## config.mk

```make
export PLATFORM = sky130hd
export DESIGN_NAME = rtc_backup_power_control
export DESIGN_NICKNAME = d
export VERILOG_FILES = /design/src/design/rtc_pwr_pkg.sv /design/src/design/rtc_backup_power_control.sv /design/src/design/ms_timebase.sv
export SDC_FILE = /design/constraint.sdc
export NUM_CORES = 1
export LEC_CHECK = 0
export BUFFER_PORTS_ARGS = -buffer_cell sky130_fd_sc_hd__buf_4
export CAP_MARGIN = 30
export CORE_UTILIZATION = 50
export CTS_CLUSTER_DIAMETER = 100
export DETAILED_ROUTE_END_ITERATION = 7
export PLACE_DENSITY_LB_ADDON = 0.05
export SLEW_MARGIN = 15
export SYNTH_ARGS = -nofsm -noshare
export SYNTH_HDL_FRONTEND = slang
export SYNTH_HIERARCHICAL = 1
export SYNTH_SLANG_ARGS = --single-unit
```

## constraint.sdc

```tcl
create_clock -name mclk -period 2.5 [get_ports mclk]
set_input_delay 0.125 -clock mclk [delete_from_list [all_inputs] [get_ports mclk]]
set_output_delay 0.125 -clock mclk [all_outputs]
set_load 0.1 [all_outputs]
```

## src/design/rtc_pwr_pkg.sv

```systemverilog
// constants shared by the backup power control block
package rtc_pwr_pkg;
    // clock and timebase
    localparam int unsigned CLK_PERIOD_NS = 5;
    localparam int unsigned MS_NS         = 1000000;
    localparam int unsigned MS_CYCLES     = MS_NS / CLK_PERIOD_NS;
    localparam int unsigned SEC_MS        = 1000;
    // register offsets
    localparam logic [7:0] ADDR_FLAG = 8'h0e;
    localparam logic [7:0] ADDR_CTRL = 8'h0f;
    localparam logic [7:0] ADDR_BKUP = 8'h18;
    // flag register fields
    localparam int unsigned FLAG_UPD  = 5;
    localparam int unsigned FLAG_TMR  = 4;
    localparam int unsigned FLAG_ALM  = 3;
    localparam int unsigned FLAG_DROP = 0;
    // control register fields
    localparam int unsigned CTRL_CSEL = 6;
    localparam int unsigned CTRL_UIE  = 5;
    localparam int unsigned CTRL_TIE  = 4;
    localparam int unsigned CTRL_AIE  = 3;
    localparam int unsigned CTRL_RST  = 0;
    localparam logic [7:0] CTRL_RESET = 8'h40;
    localparam logic [7:0] CTRL_WMASK = 8'hf9;
    // backup function register fields
    localparam int unsigned BK_DDIS  = 3;
    localparam int unsigned BK_SWITCH_FORCE_OFF = 2;
    localparam int unsigned BK_SMP   = 0;
    localparam logic [7:0] BK_RESET = 8'h00;
    localparam logic [7:0] BK_WMASK = 8'h0f;
    // compensation intervals, in ms
    localparam int unsigned COMP_T0_MS = 500;
    localparam int unsigned COMP_T1_MS = 2000;
    localparam int unsigned COMP_T2_MS = 10000;
    localparam int unsigned COMP_T3_MS = 30000;
    // monitor windows, in ms
    localparam int unsigned SMP_T0_MS = 2;
    localparam int unsigned SMP_T1_MS = 16;
    localparam int unsigned SMP_T2_MS = 128;
    localparam int unsigned SMP_T3_MS = 256;

    typedef enum logic {ST_BACKUP, ST_NORMAL} pwr_state_e;
endpackage : rtc_pwr_pkg

```

## src/design/rtc_backup_power_control.sv

```systemverilog
// backup/normal switchover, compensation pacing and interrupt output
//
// Behaviour
// [RULE_01] compensation interval picked by two-bit field
// [RULE_02] interval field loads 01 at power-up
// [RULE_03] compensation resumes once supply above threshold
// [RULE_04] one active-low interrupt for three sources
// [RULE_05] host reads event flags to find source
// [RULE_06] host clears enables when interrupt unused
// [RULE_07] backup: switch off, detector sampled each second
// [RULE_08] cold start in backup, first sample after 1s
// [RULE_09] backup: detector low-to-high enters normal
// [RULE_10] normal: switch opened each second for sampling
// [RULE_11] normal: detected supply drop enters backup
// [RULE_12] switch opened by detection, no reverse current
// [RULE_13] switch stays on until next sample
// [RULE_14] backup: host serial interface disabled
// [RULE_15] backup: events kept, interrupt held inactive
// [RULE_16] backup: no frequency output
// [RULE_17] sample field sets window; disable bit overrides
// [RULE_18] ticks derived from internal timebase
`timescale 1ns/1ps
`default_nettype none
module rtc_backup_power_control
    import rtc_pwr_pkg::*;
#(
    parameter int unsigned CYC_PER_MS = MS_CYCLES
) (
    input  wire logic       mclk,
    input  wire logic       reset_n,
    input  wire logic       main_supply_detector,
    input  wire logic       comp_threshold_voltage,
    input  wire logic       timer_event,
    input  wire logic       alarm_event,
    input  wire logic       update_event,
    input  wire logic [7:0] reg_addr,
    input  wire logic       reg_wr,
    input  wire logic [7:0] reg_wdata,
    output logic [7:0]      reg_rdata_q,
    output logic            monitor_on_q,
    output logic            supply_switch_on_q,
    output logic            normal_state_q,
    output logic            serial_if_enable_q,
    output logic            freq_out_enable_q,
    output logic            comp_run_q,
    output logic            int_n_o_q,
    output logic            int_n_oe_q
);
    ////////////////////////////////////////////////////////////////////
    // decode helpers

    function automatic logic [14:0] comp_limit(input logic [1:0] sel);
        unique case (sel)
            2'b00: comp_limit = 15'(COMP_T0_MS - 1);
            2'b01: comp_limit = 15'(COMP_T1_MS - 1);
            2'b10: comp_limit = 15'(COMP_T2_MS - 1);
            2'b11: comp_limit = 15'(COMP_T3_MS - 1);
        endcase
    endfunction : comp_limit

    function automatic logic [8:0] win_limit(input logic [1:0] sel);
        unique case (sel)
            2'b00: win_limit = 9'(SMP_T0_MS - 1);
            2'b01: win_limit = 9'(SMP_T1_MS - 1);
            2'b10: win_limit = 9'(SMP_T2_MS - 1);
            2'b11: win_limit = 9'(SMP_T3_MS - 1);
        endcase
    endfunction : win_limit

    ////////////////////////////////////////////////////////////////////
    // timebase

    logic ms_tick;
    logic sec_tick;

    ms_timebase #(
        .CYC_PER_MS (CYC_PER_MS)
    ) u_timebase (
        .mclk     (mclk),
        .reset_n  (reset_n),
        .ms_tick  (ms_tick),
        .sec_tick (sec_tick)
    ); // RULE_18

    ////////////////////////////////////////////////////////////////////
    // registers

    pwr_state_e state_q;
    logic [7:0] ctrl_q;
    logic [7:0] bkup_q;
    logic       upd_flag_q;
    logic       tmr_flag_q;
    logic       alm_flag_q;
    logic       drop_flag_q;
    logic       in_backup;
    logic       host_wr;
    logic       wr_flag;
    logic [1:0] comp_interval;
    logic       update_irq_enable;
    logic       timer_irq_enable;
    logic       alarm_irq_enable;
    logic       detector_disable;
    logic       switch_force_off;
    logic [1:0] sample_time;

    assign in_backup         = (state_q == ST_BACKUP);
    // a powered-down interface takes no writes
    assign host_wr           = reg_wr && !in_backup; // RULE_14
    assign wr_flag           = host_wr && (reg_addr == ADDR_FLAG);
    assign comp_interval     = ctrl_q[CTRL_CSEL +: 2];
    assign update_irq_enable = ctrl_q[CTRL_UIE];
    assign timer_irq_enable  = ctrl_q[CTRL_TIE];
    assign alarm_irq_enable  = ctrl_q[CTRL_AIE];
    assign detector_disable  = bkup_q[BK_DDIS];
    assign switch_force_off  = bkup_q[BK_SWITCH_FORCE_OFF];
    assign sample_time       = bkup_q[BK_SMP +: 2];

    always_ff @(posedge mclk or negedge reset_n) begin
        if (!reset_n) begin
            ctrl_q <= CTRL_RESET; // RULE_02
            bkup_q <= BK_RESET;
        end else if (host_wr) begin
            if (reg_addr == ADDR_CTRL) begin
                ctrl_q <= reg_wdata & CTRL_WMASK;
            end
            if (reg_addr == ADDR_BKUP) begin
                bkup_q <= reg_wdata & BK_WMASK;
            end
        end
    end

    // flags keep latching events in backup; a new event beats a same-cycle clear
    always_ff @(posedge mclk or negedge reset_n) begin
        if (!reset_n) begin
            upd_flag_q  <= 1'b0;
            tmr_flag_q  <= 1'b0;
            alm_flag_q  <= 1'b0;
            drop_flag_q <= 1'b0;
        end else begin
            upd_flag_q  <= update_event
                         | (upd_flag_q & !(wr_flag & !reg_wdata[FLAG_UPD]));
            tmr_flag_q  <= timer_event
                         | (tmr_flag_q & !(wr_flag & !reg_wdata[FLAG_TMR]));
            alm_flag_q  <= alarm_event
                         | (alm_flag_q & !(wr_flag & !reg_wdata[FLAG_ALM]));
            drop_flag_q <= !comp_threshold_voltage
                         | (drop_flag_q & !(wr_flag & !reg_wdata[FLAG_DROP]));
        end
    end // RULE_15

    always_ff @(posedge mclk or negedge reset_n) begin
        if (!reset_n) begin
            reg_rdata_q <= 8'h00;
        end else if (in_backup) begin
            reg_rdata_q <= 8'h00; // RULE_14
        end else begin
            unique case (reg_addr)
                ADDR_FLAG: reg_rdata_q <= {2'b00, upd_flag_q, tmr_flag_q,
                                           alm_flag_q, 2'b00, drop_flag_q};
                ADDR_CTRL: reg_rdata_q <= ctrl_q;
                ADDR_BKUP: reg_rdata_q <= bkup_q;
                default:   reg_rdata_q <= 8'h00;
            endcase
        end
    end

    ////////////////////////////////////////////////////////////////////
    // supply sampling window

    logic       win_q;
    logic [8:0] win_cnt_q;
    logic       win_start;
    logic       win_end;
    logic       det_prev_q;
    logic [8:0] win_lim;

    // in normal with the detector disabled nothing is sampled
    assign win_start = sec_tick && !win_q
                     && (in_backup || !detector_disable); // RULE_07 RULE_10
    // a window shortened mid-way still closes at the next tick
    assign win_lim   = win_limit(sample_time);
    assign win_end   = win_q && ms_tick
                     && (win_cnt_q >= win_lim); // RULE_17

    always_ff @(posedge mclk or negedge reset_n) begin
        if (!reset_n) begin
            win_q     <= 1'b0;
            win_cnt_q <= '0;
        end else if (win_start) begin
            win_q     <= 1'b1;
            win_cnt_q <= '0;
        end else if (win_end) begin
            win_q     <= 1'b0;
        end else if (win_q && ms_tick) begin
            win_cnt_q <= win_cnt_q + 1'b1;
        end
    end

    ////////////////////////////////////////////////////////////////////
    // power state

    // detector is only trusted at the close of a window
    always_ff @(posedge mclk or negedge reset_n) begin
        if (!reset_n) begin
            state_q    <= ST_BACKUP; // RULE_08
            det_prev_q <= 1'b0;
        end else if (win_end) begin
            det_prev_q <= main_supply_detector;
            unique case (state_q)
                ST_BACKUP: begin
                    if (main_supply_detector && !det_prev_q) begin
                        state_q <= ST_NORMAL; // RULE_09
                    end
                end
                ST_NORMAL: begin
                    if (!main_supply_detector) begin
                        state_q <= ST_BACKUP; // RULE_11
                    end
                end
            endcase
        end
    end

    // switch follows state and window; a dead supply keeps it on until
    // the next window opens, up to about a second unless the detector is disabled
    always_ff @(posedge mclk or negedge reset_n) begin
        if (!reset_n) begin
            supply_switch_on_q <= 1'b0;
            monitor_on_q       <= 1'b0;
            normal_state_q     <= 1'b0;
        end else begin
            supply_switch_on_q <= !in_backup && !win_q
                                && !(detector_disable && switch_force_off);
            monitor_on_q       <= win_q; // RULE_17
            normal_state_q     <= !in_backup;
        end
    end // RULE_12 RULE_13 RULE_07

    always_ff @(posedge mclk or negedge reset_n) begin
        if (!reset_n) begin
            serial_if_enable_q <= 1'b0;
            freq_out_enable_q  <= 1'b0;
        end else begin
            serial_if_enable_q <= !in_backup; // RULE_14
            freq_out_enable_q  <= !in_backup; // RULE_16
        end
    end

    ////////////////////////////////////////////////////////////////////
    // temperature compensation pacing

    logic [14:0] comp_cnt_q;
    logic [14:0] comp_lim;
    logic        comp_due;
    logic        ctrl_ivl_wr;

    // a new interval restarts the count so it never overshoots the limit
    assign ctrl_ivl_wr = host_wr && (reg_addr == ADDR_CTRL)
                       && (reg_wdata[CTRL_CSEL +: 2] != comp_interval);
    assign comp_lim    = comp_limit(comp_interval);
    assign comp_due    = ms_tick && (comp_cnt_q >= comp_lim);

    always_ff @(posedge mclk or negedge reset_n) begin
        if (!reset_n) begin
            comp_cnt_q <= '0;
            comp_run_q <= 1'b0;
        end else begin
            // a due slot below threshold is skipped, not deferred
            comp_run_q <= comp_due && comp_threshold_voltage; // RULE_03
            if (comp_due) begin
                comp_cnt_q <= '0; // RULE_01
            end else if (ctrl_ivl_wr) begin
                comp_cnt_q <= '0; // RULE_01
            end else if (ms_tick) begin
                comp_cnt_q <= comp_cnt_q + 1'b1;
            end
        end
    end

    ////////////////////////////////////////////////////////////////////
    // shared interrupt output (open drain, drives low only)

    logic int_req;

    assign int_req = (upd_flag_q && update_irq_enable)
                   || (tmr_flag_q && timer_irq_enable)
                   || (alm_flag_q && alarm_irq_enable); // RULE_04

    always_ff @(posedge mclk or negedge reset_n) begin
        if (!reset_n) begin
            int_n_o_q  <= 1'b0;
            int_n_oe_q <= 1'b0;
        end else begin
            int_n_o_q  <= 1'b0;
            int_n_oe_q <= int_req && !in_backup; // RULE_04 RULE_15
        end
    end
endmodule : rtc_backup_power_control
`default_nettype wire

```

## src/design/ms_timebase.sv

```systemverilog
// millisecond and one-second ticks from the oscillator clock
`timescale 1ns/1ps
`default_nettype none
module ms_timebase
    import rtc_pwr_pkg::*;
#(
    parameter int unsigned CYC_PER_MS = MS_CYCLES
) (
    input  wire logic mclk,
    input  wire logic reset_n,
    output logic      ms_tick,
    output logic      sec_tick
);
    localparam int unsigned CW = $clog2(CYC_PER_MS + 1);
    localparam logic [CW-1:0] CYC_LAST = CW'(CYC_PER_MS - 1);
    localparam logic [9:0]    MS_LAST  = 10'(SEC_MS - 1);

    logic [CW-1:0] cyc_q;
    logic [9:0]    ms_q;

    always_ff @(posedge mclk or negedge reset_n) begin
        if (!reset_n) begin
            cyc_q   <= '0;
            ms_tick <= 1'b0;
        end else begin
            ms_tick <= (cyc_q == CYC_LAST);
            cyc_q   <= (cyc_q == CYC_LAST) ? '0 : cyc_q + 1'b1;
        end
    end

    // first second tick lands one second after reset release
    always_ff @(posedge mclk or negedge reset_n) begin
        if (!reset_n) begin
            ms_q     <= '0;
            sec_tick <= 1'b0;
        end else begin
            sec_tick <= ms_tick && (ms_q == MS_LAST);
            if (ms_tick) begin
                ms_q <= (ms_q == MS_LAST) ? '0 : ms_q + 1'b1;
            end
        end
    end
endmodule : ms_timebase
`default_nettype wire

```

==> metrics.cfg, run 1 <==
[place]
io_buffers=38
dp.cells=586
pre_cts_ws_ns=-0.1212
dp.final_hpwl_mm=6.223
place_congestion=0.8515
post_dp_cell_area_mm2=0.004916

[synthesis]
netlist_area_mm2=0.004486
syn-num-nets=481
yosys_warnings=6
synth_xor_area_share_pct=7.225
ys_seq_area_share_pct=46.89
synth-seq-cells=84
synthDistinctLibCells=67
synthArstFlopShare_pct=100.0
synthSimpleGateAreaFrac_pct=21.95
synth_fa_ha_area_share_pct=5.579
synth_compound_area_share_pct=10.46
synth-edff-count=0
syn_area_per_cell_um2=10.26
ys.flop_type=dfrtp_1
synth_top_family_by_area=simple AND/OR/NAND/NOR gates
synth_mux_area_share_pct=3.654
synth_cells=437

[worst_setup_path]
worstPathRequired_ns=2.79
reg2reg_to=comp_cnt_q[2]
setup.worst_path.end_class=flip-flop
worstSetupStartpointType=flip-flop
critPathArrivalTime_ns=2.63
path_max_fanout=6
reg2reg_depth=11
crit_type=flip-flop to flip-flop
r2r_start=ctrl_q[6]
r2r_setup_slack_ns=0.16

[drt]
postRouteAntennaNets=0
drc_errors=0
via_per_inst=5.430
post_drt_wl_per_cell_um=14.48
routed_wl_mm=8.888
dr.pass1.iters=4
num_vias=3334
drtIter0Drc=99

[min_path]
min_to=bkup_q[0]
hp-class=input pin to flip-flop
hold_depth=2
hp-start=reg_wdata[0]

[global_routing]
track_usage_pct=20.35
busiest_layer=met2
grt_pass1_wl_mm=15.44
met1_usage_pct=28.53
grt_pass1_vias=3215
use_met2_pct=32.29
grt_max_degree=53
gr-total-overflow=0
use_met3_pct=2.890
grt_antenna_before_repair=0

[sta]
rsz0062_at_grt=false
worst_slew_pin_slew_ns=0.6912
fmax_ghz=0.4273
slew_violations=0
final_hold_viol_count=0
worst_slack_ns=0.1596
tns_ns=0
setup_viol=0
post-route-period-util_pct=93.62
slew_headroom_pct=53.92
whs_ns=0.01814
period_needed_ns=2.340
finalClockSkew_ns=0.01348

[clock_network]
cts_tree=built
clockBufferDepth=2
clock_latency_ns=0.35
h-tree-depth=3
cts.sinks=84
cts_made_buffers=9
path_clk_slew_ns=0.09
clock-root-buffer=clkbuf_8

[final_layout]
fin_cells=614
final_nets=545
syn_to_final_growth_pct=17.21
n_antenna_cell=0
n_fill_cell=753
multi_input_area_mm2=0.002238
final_util_pct=60.29
final_cell_mix=dfrtp_1, buf_4, nor2_1
seqCellArea_mm2=0.002103
layout_commonest_cell=dfrtp_1
stdcell_area_mm2=0.005258
layout-drive-gt1-share_pct=20.36

[floorplanning]
core_area_mm2=0.008721
die_area_mm2=0.009354
start_util_pct=51.43
die_w_um=96.72
row_count=34
die_h_um=96.72
io_pins=40

[outcome]
status=completed

[job]
max-cap-violations=0

[power_and_ir_drop]
power.leakage_nw=2.410
ir_worst_vdd_v=0.0002900
power_mw=2.479
power_density_mw_per_mm2=471.5

## layer usage
layer | wire (um) | vias up
met3 | 208 | 9
met1 | 4423 | 1612
met2 | 4150 | 41
met4 | 106 | 0
li1 | - | 1672
met5 | 0 | -
## logic make-up after synthesis
family	count (synthesis)
xor+xnor	37
simple gates	181
other cells	1
fa+ha+maj	20
compound gates	67
flops	84
mux	15
buf+inv	32
## report_power, final
group / switching [mW] / total, mW / internal [mW] / leakage [nW]
clock network: 0.516 / 0.912 / 0.395 / 0.0893
logic: 0.112 / 0.189 / 0.0778 / 1.21
registers: 0.00886 / 1.38 / 1.37 / 1.11
total: 0.637 / 2.48 / 1.84 / 2.41
## worst max path at each step
stage	startpoint	endpoint	slack (ns)	depth (start not counted)
finish	ctrl_q[6]	comp_cnt_q[2]	0.16	11
global route	ctrl_q[6]	comp_cnt_q[12]	0.002	11
CTS	ctrl_q[6]	comp_cnt_q[14]	0.05	10
detailed placement	ctrl_q[6]	comp_cnt_q[7]	-0.12	11
global placement	ctrl_q[6]	comp_cnt_q[14]	-0.04	11
floorplan	ctrl_q[6]	comp_cnt_q[14]	0.10	11
## cell usage after synthesis (all sizes together) (2+ instances only)
library cell   n  area share [%]
dfrtp         83              46
nor2          50             4.4
nand2         40             3.4
xnor2         29             5.7
inv           21             1.8
nand3         21             2.6
ha            20             5.6
o21ai         16             1.8
nor3          14             1.8
mux2          11             2.8
nand4         10             1.7
a21oi          9             1.3
and3           9             1.3
nor4           8             1.8
xor2           8             1.6
o31ai          7             1.2
o211ai         6             1.0
a21o           5            0.84
buf            5             1.0
clkbuf         5            0.67
nand2b         5            0.70
a31oi          4            0.70
and2           4            0.56
mux2i          4            0.89
or3            4            0.56
nand3b         3            0.50
o21a           3            0.50
a211oi         2            0.33
a22oi          2            0.33
and3b          2            0.39
nand4b         2            0.39
nor2b          2            0.28
nor3b          2            0.45
o311ai         2            0.39
## repair_timing
action | CTS | global route
resized for setup | 4 | 3
hold endpoints to repair | 60 | 0
pin swaps | 1 | 2
hold buffers | 10 | 0
buffers inserted | 0 | 2
endpoints found under the setup margin | 14 | 13
## state kept, by name, summed over array words and instances, names as in the netlist, 4 cells and up
register          count
win_cnt_q             9
bkup_q                4
comp_cnt_q           15
reg_rdata_q           8
u_timebase/cyc_q     18
u_timebase/ms_q      10
ctrl_q                6
## layout make-up
| cell class | instances | area share, % |
|---|---|---|
| inverters | 21 | 1.499 |
| multi-input cells | 321 | 42.58 |
| well taps | 108 | 2.570 |
| repair buffers | 64 | 9.852 |
| clock inverters | 6 | 0.8805 |
| clock buffers | 10 | 2.618 |
| flip-flops and latches | 84 | 40.00 |
## critical path, stage by stage (launching register included)
cell and delay, ns:
dfstp_2 0.53, inv_1 0.08, ha_1 0.20, nor2_1 0.09
ha_1 0.24, a21o_1 0.19, a21oi_2 0.15, nand4_1 0.14
o31ai_4 0.28, nand2_2 0.10, buf_4 0.17, nor2_1 0.11
Power figures use the tool's default switching activity.
==> run 2, diff against run 1 <==
--- a/config.mk
+++ b/config.mk
@@ -10,7 +10,7 @@
 export CORE_UTILIZATION = 50
 export CTS_CLUSTER_DIAMETER = 100
 export DETAILED_ROUTE_END_ITERATION = 7
-export PLACE_DENSITY_LB_ADDON = 0.05
+export PLACE_DENSITY = 0.78
 export SLEW_MARGIN = 15
 export SYNTH_ARGS = -nofsm -noshare
 export SYNTH_HDL_FRONTEND = slang
==> metrics.cfg, run 2 (synthesized netlist as in run 1, its figures left out) <==
[outcome]
status=completed

[drt]
highest_layer=met4
drtIter0Drc=176
met3_length_um=449
dr.pass1.iters=4
dr_wl_met2_mm=4.519
routed_wl_mm=9.252
drc_errors=0
num_vias=3475
post_drt_wl_per_cell_um=15.22
wl_met1_mm=4.146
via_per_inst=5.715
postRouteAntennaNets=0

[worst_setup_path]
path_max_fanout=13
setup.worst_path.end_class=flip-flop
worstPathRequired_ns=2.78
crit_path_top_delay_cell=dfstp_2
cp_cell_sequence=inv_2 > ha_1 > inv_1 > ha_1 > nor2b_1 > o21ai_0 > nand4_1 > o31ai_4 > nand2_2 > buf_8 > nor2_2
crit_type=flip-flop to flip-flop
reg2reg_depth=11
max_stage_delay_ns=0.56
worstSetupStartpointType=flip-flop
cp_common_cell=ha_1
critPathArrivalTime_ns=2.70

[final_layout]
final_cell_mix=dfrtp_1, buf_4, nor2_1
largest_register_ffs=18
syn_to_final_growth_pct=16.79
fin_cells=608
layout-drive-gt1-share_pct=20.80
n_antenna_cell=0
top_regs=u_timebase/cyc_q: 18 flops, comp_cnt_q: 15 flops, u_timebase/ms_q: 10 flops
regMostFlops=u_timebase/cyc_q
layout_commonest_cell=dfrtp_1
final_nets=539

[power_and_ir_drop]
p_sw_share_pct=24.13
power_mw=2.519
power_density_mw_per_mm2=480.8
power.leakage_nw=2.387
p_seq_share_pct=54.8
clock_power_share_pct=37.5
ir_worst_vdd_v=0.0002701
p_sw_mw=0.6078
p_int_mw=1.911
combinationalPowerShare_pct=7.8

[global_routing]
gr-total-overflow=0
track_usage_pct=21.11
grt_max_degree=63
grt_pass1_vias=3407
grt_antenna_before_repair=0
grt_pass1_wl_mm=15.99

[clock_network]
clock-root-buffer=clkbuf_8
clock_latency_ns=0.35
clockBufferDepth=2
cts_made_buffers=9
cts_tree=built
path_clk_slew_ns=0.09
cts.sinks=84
h-tree-depth=3

[floorplanning]
die_area_mm2=0.009354
core_area_mm2=0.008721
io_pins=40
die_w_um=96.72
die_h_um=96.72
start_util_pct=51.43
row_count=34

[sta]
final_hold_viol_count=0
finalClockSkew_ns=0.01253
slew_violations=0
post-route-period-util_pct=97.05
fmax_ghz=0.4122
worst_slew_pin_slew_ns=0.5881
slew_headroom_pct=60.50
setup_viol=0
period_needed_ns=2.426

[place]
dp.cells=582
place_congestion=0.8215
dp.final_hpwl_mm=6.580
io_buffers=38

[min_path]
hp-class=input pin to flip-flop
hold_depth=2

[job]
max-cap-violations=0

==> run 2: metal layers <==
metal	up-vias	global-route usage, %
met4	0	7.003
met2	97	34.67
met1	1704	28.12
met3	14	4.118
li1	1660	-
met5	-	0
==> run 2: timing repair <==
| item | in CTS | in global routing |
|---|---|---|
| buffers inserted | 1 | 2 |
| endpoints found under the setup margin | 15 | 16 |
| pin swaps | 1 | 6 |
| gates resized for setup | 3 | 11 |
| hold endpoints to repair | 27 | 1 |
| hold buffers | 6 | 1 |
==> run 2: critical path, delay by kind of cell (launching register included) <==
kind	cells	cell delay, ns
DFF	1	0.56
adders and majority gates	2	0.54
and+or+nand+nor	4	0.53
AOI/OAI and AO/OA	2	0.42
buffers and inverters	3	0.29
==> run 2: power groups by stage <==
stage / sequential, mW / clock, mW / combinational (mW)
after floorplan: 1.42 / 0 / 0.0714
after global placement: 1.41 / 0 / 0.160
after detailed placement: 1.41 / 0 / 0.173
after CTS: 1.38 / 0.974 / 0.186
after global routing: 1.38 / 1.03 / 0.215
final: 1.38 / 0.944 / 0.196
==> run 2: worst paths after layout <==
check                                          end         start  slack [ns]
worst min register to register  supply_switch_on_q     bkup_q[2]        0.47
worst max-delay path                 comp_cnt_q[4]     ctrl_q[6]        0.07
max in group asynchronous                ctrl_q[6]       reset_n        1.66
worst max register to register       comp_cnt_q[4]     ctrl_q[6]        0.07
worst min-delay path                     bkup_q[1]  reg_wdata[1]        0.01
min in group asynchronous             win_cnt_q[3]       reset_n        0.20
==> run 2: layout make-up <==
cell class,count,area [um^2]
Inverter,21,78.83
Clock buffer,10,127.6
Fill cell,694,3482
Multi-Input combinational cell,321,2248
Timing Repair Buffer,58,480.5
Clock inverter,6,65.06
Tap cell,108,135.1
Sequential cell,84,2103
==> run 2: stage by stage <==
stage	utilization, %	cell area (um^2)	TNS, ns	hold slack [ns]	setup slack, ns
global placement	55.80	4866	0	0.3073	0.04158
floorplan	-	4486	0	-0.1706	0.1050
detailed placement	56.11	4893	-0.8280	0.05005	-0.07884
finish	60.07	5239	0	0.01485	0.07377
global route	60.07	5239	-0.1838	0.01121	-0.02904
CTS	59.23	5165	0	0.0001790	0.007371
==> run 3, diff against run 2 <==
--- a/config.mk
+++ b/config.mk
@@ -5,12 +5,13 @@
 export SDC_FILE = /design/constraint.sdc
 export NUM_CORES = 1
 export LEC_CHECK = 0
+export ABC_AREA = 1
 export BUFFER_PORTS_ARGS = -buffer_cell sky130_fd_sc_hd__buf_4
 export CAP_MARGIN = 30
-export CORE_UTILIZATION = 50
+export CORE_UTILIZATION = 35
 export CTS_CLUSTER_DIAMETER = 100
 export DETAILED_ROUTE_END_ITERATION = 7
-export PLACE_DENSITY = 0.78
+export PLACE_DENSITY = 0.6
 export SLEW_MARGIN = 15
 export SYNTH_ARGS = -nofsm -noshare
 export SYNTH_HDL_FRONTEND = slang
==> metrics.cfg, run 3 <==
[synthesis]
synth-edff-count=0
synth_most_common_cell=nand2_1
synth-seq-cells=84
ys.flop_type=dfrtp_1
synthTopCellsByCount=nand2_1, dfrtp_1, inv_1
synthTopCellsByArea=dfrtp_1, nand2_1, inv_1
netlist_area_mm2=0.004793
synth_top_area_share_pct=43.33
syn-num-nets=661
syn_area_per_cell_um2=7.769
synthArstFlopShare_pct=100.0
yosys_warnings=6
synthDistinctLibCells=40
yosys.area.top_type=dfrtp_1
ys_seq_area_share_pct=43.88
synth_cells=617

[global_routing]
grt_antenna_before_repair=0
grt_pass1_vias=3925
grt_max_degree=85
met1_usage_pct=19.60
busiest_layer=met2
gr-total-overflow=0
track_usage_pct=15.26
use_met2_pct=25.58
grt_pass1_wl_mm=17.68
use_met3_pct=2.682

[drt]
via_per_inst=4.691
drtIter0Drc=203
post_drt_wl_per_cell_um=11.58
postRouteAntennaNets=0
num_vias=3973
routed_wl_mm=9.808
drc_errors=0
dr.pass1.iters=6

[floorplanning]
die_h_um=119.0
die_area_mm2=0.01417
start_util_pct=36.05
io_pins=40
core_area_mm2=0.01330
row_count=42
die_w_um=119.0

[worst_setup_path]
critPathArrivalTime_ns=2.51
path_max_fanout=11
cp_top_family=simple AND/OR/NAND/NOR gates
max_stage_delay_ns=0.57
cp_cell_sequence=inv_1 > ha_1 > nor2_1 > ha_1 > nand3_1 > nand2_1 > a211oi_1 > nand2_1 > nand2_4 > nand2_2 > nor2_1
crit_type=flip-flop to flip-flop
crit_path_top_delay_cell=dfstp_2
worstPathRequired_ns=2.77
worstSetupStartpointType=flip-flop
setup.worst_path.end_class=flip-flop
path_buf_inv=1

[power_and_ir_drop]
ir_worst_vdd_v=0.0003085
power.leakage_nw=2.873
power_density_mw_per_mm2=515.4

[final_layout]
top_regs=u_timebase/cyc_q: 18 flops, comp_cnt_q: 15 flops, u_timebase/ms_q: 10 flops
n_antenna_cell=0
n_fill_cell=1323
largest_register_ffs=18
final_nets=710
syn_to_final_growth_pct=17.54
layout-drive-gt1-share_pct=12.67
layout_commonest_cell=nand2_1
regMostFlops=u_timebase/cyc_q
final_cell_mix=nand2_1, dfrtp_1, inv_1

[place]
pre_cts_ws_ns=0.1997
place_congestion=0.8378
dp.final_hpwl_mm=7.175
io_buffers=38

[outcome]
status=completed

[clock_network]
cts.sinks=84
clock-root-buffer=clkbuf_16
clock_latency_ns=0.34
path_clk_slew_ns=0.07
h-tree-depth=3
cts_made_buffers=9
cts_tree=built
clockBufferDepth=2

[sta]
final_hold_viol_count=0
setup_viol=0
rsz0062_at_grt=false
slew_violations=0
finalClockSkew_ns=0.007552
post-route-period-util_pct=89.64
fmax_ghz=0.4462
period_needed_ns=2.241
worst_slack_ns=0.2590
tns_ns=0

[min_path]
hp-class=input pin to flip-flop

[job]
max-cap-violations=0

-- run 3: cell types whose count changed in the layout (fill, tap and decap cells not counted), moves of 7 or more --
| cell | previous run | this run |
|---|---|---|
| xor2_1 | 8 | 25 |
| inv_1 | 20 | 76 |
| clkbuf_8 | 9 | 0 |
| and3_1 | 8 | 1 |
| clkbuf_16 | 0 | 9 |
| buf_4 | 49 | 38 |
| xnor2_1 | 29 | 5 |
| nand3_1 | 19 | 55 |
| nor2_1 | 43 | 75 |
| nand2_1 | 39 | 173 |
| mux2_2 | 11 | 1 |
-- run 3: through the flow --
stage / util [%] / cells / hold WS [ns] / power, mW / instance area (um^2)
finish: 42.38 / 847 / 0.02306 / 2.904 / 5634
global route: 42.38 / 847 / 0.02391 / 3.019 / 5634
CTS: 42.36 / 847 / 0.01422 / 2.952 / 5632
detailed placement: 39.52 / 824 / 0.1999 / 1.559 / 5254
global placement: 39.52 / 824 / 0.2003 / 1.555 / 5254
floorplan: - / 617 / -0.1706 / 1.480 / 4793
-- run 3: kinds of logic after synthesis --
| group | share of synthesized area [%] |
|---|---|
| simple gates | 33.49 |
| buf+inv | 7.544 |
| flops | 43.88 |
| compound gates | 4.072 |
| xor+xnor | 5.482 |
| fa+ha+maj | 5.221 |
| other cells | 0.07823 |
| mux | 0.2349 |
-- run 3: worst paths after layout --
check	start	endpoint	slack, ns	depth (start not counted)
setup / recovery	ctrl_q[6]	comp_cnt_q[9]	0.26	11
hold / removal	reg_wdata[3]	alm_flag_q	0.02	3
setup reg to reg	ctrl_q[6]	comp_cnt_q[9]	0.26	11
hold reg to reg	win_q	monitor_on_q	0.49	0
max in group asynchronous	reset_n	win_cnt_q[0]	1.78	3
min in group asynchronous	reset_n	comp_cnt_q[3]	0.37	3
-- run 3: layer usage --
layer,vias up,wire (um)
met5,-,0
met4,0,140
met3,12,313
met2,64,4553
met1,1846,4800
li1,2051,-
-- run 3: final cells by class --
cell class	count	area, um^2	area share [%]
multi-input cells	446	2331	41.37
flip-flops and latches	84	2103	37.33
repair buffers	46	375.4	6.662
inverters	79	296.5	5.263
clock buffers	9	225.2	3.997
well taps	176	220.2	3.909
clock inverters	7	82.58	1.466
-- run 3: worst min-delay path, stage by stage --
cell and delay, ns:
buf_4 0.08, o21ai_0 0.07, nand2_1 0.05
-- run 3: timing repair --
action / in CTS / in global routing
resized for setup: 0 / 1
buffers inserted: 0 / 0
hold buffers: 7 / 0
setup endpoints to repair: 0 / 10
hold endpoints to repair: 89 / 0
-- run 3: power by group --
| group | switching, mW | leakage, nW | internal, mW |
|---|---|---|---|
| Sequential | 0.00803 | 1.12 | 1.37 |
| Combinational | 0.107 | 1.61 | 0.0553 |
| Clock | 0.578 | 0.144 | 0.788 |
| Total | 0.693 | 2.87 | 2.21 |
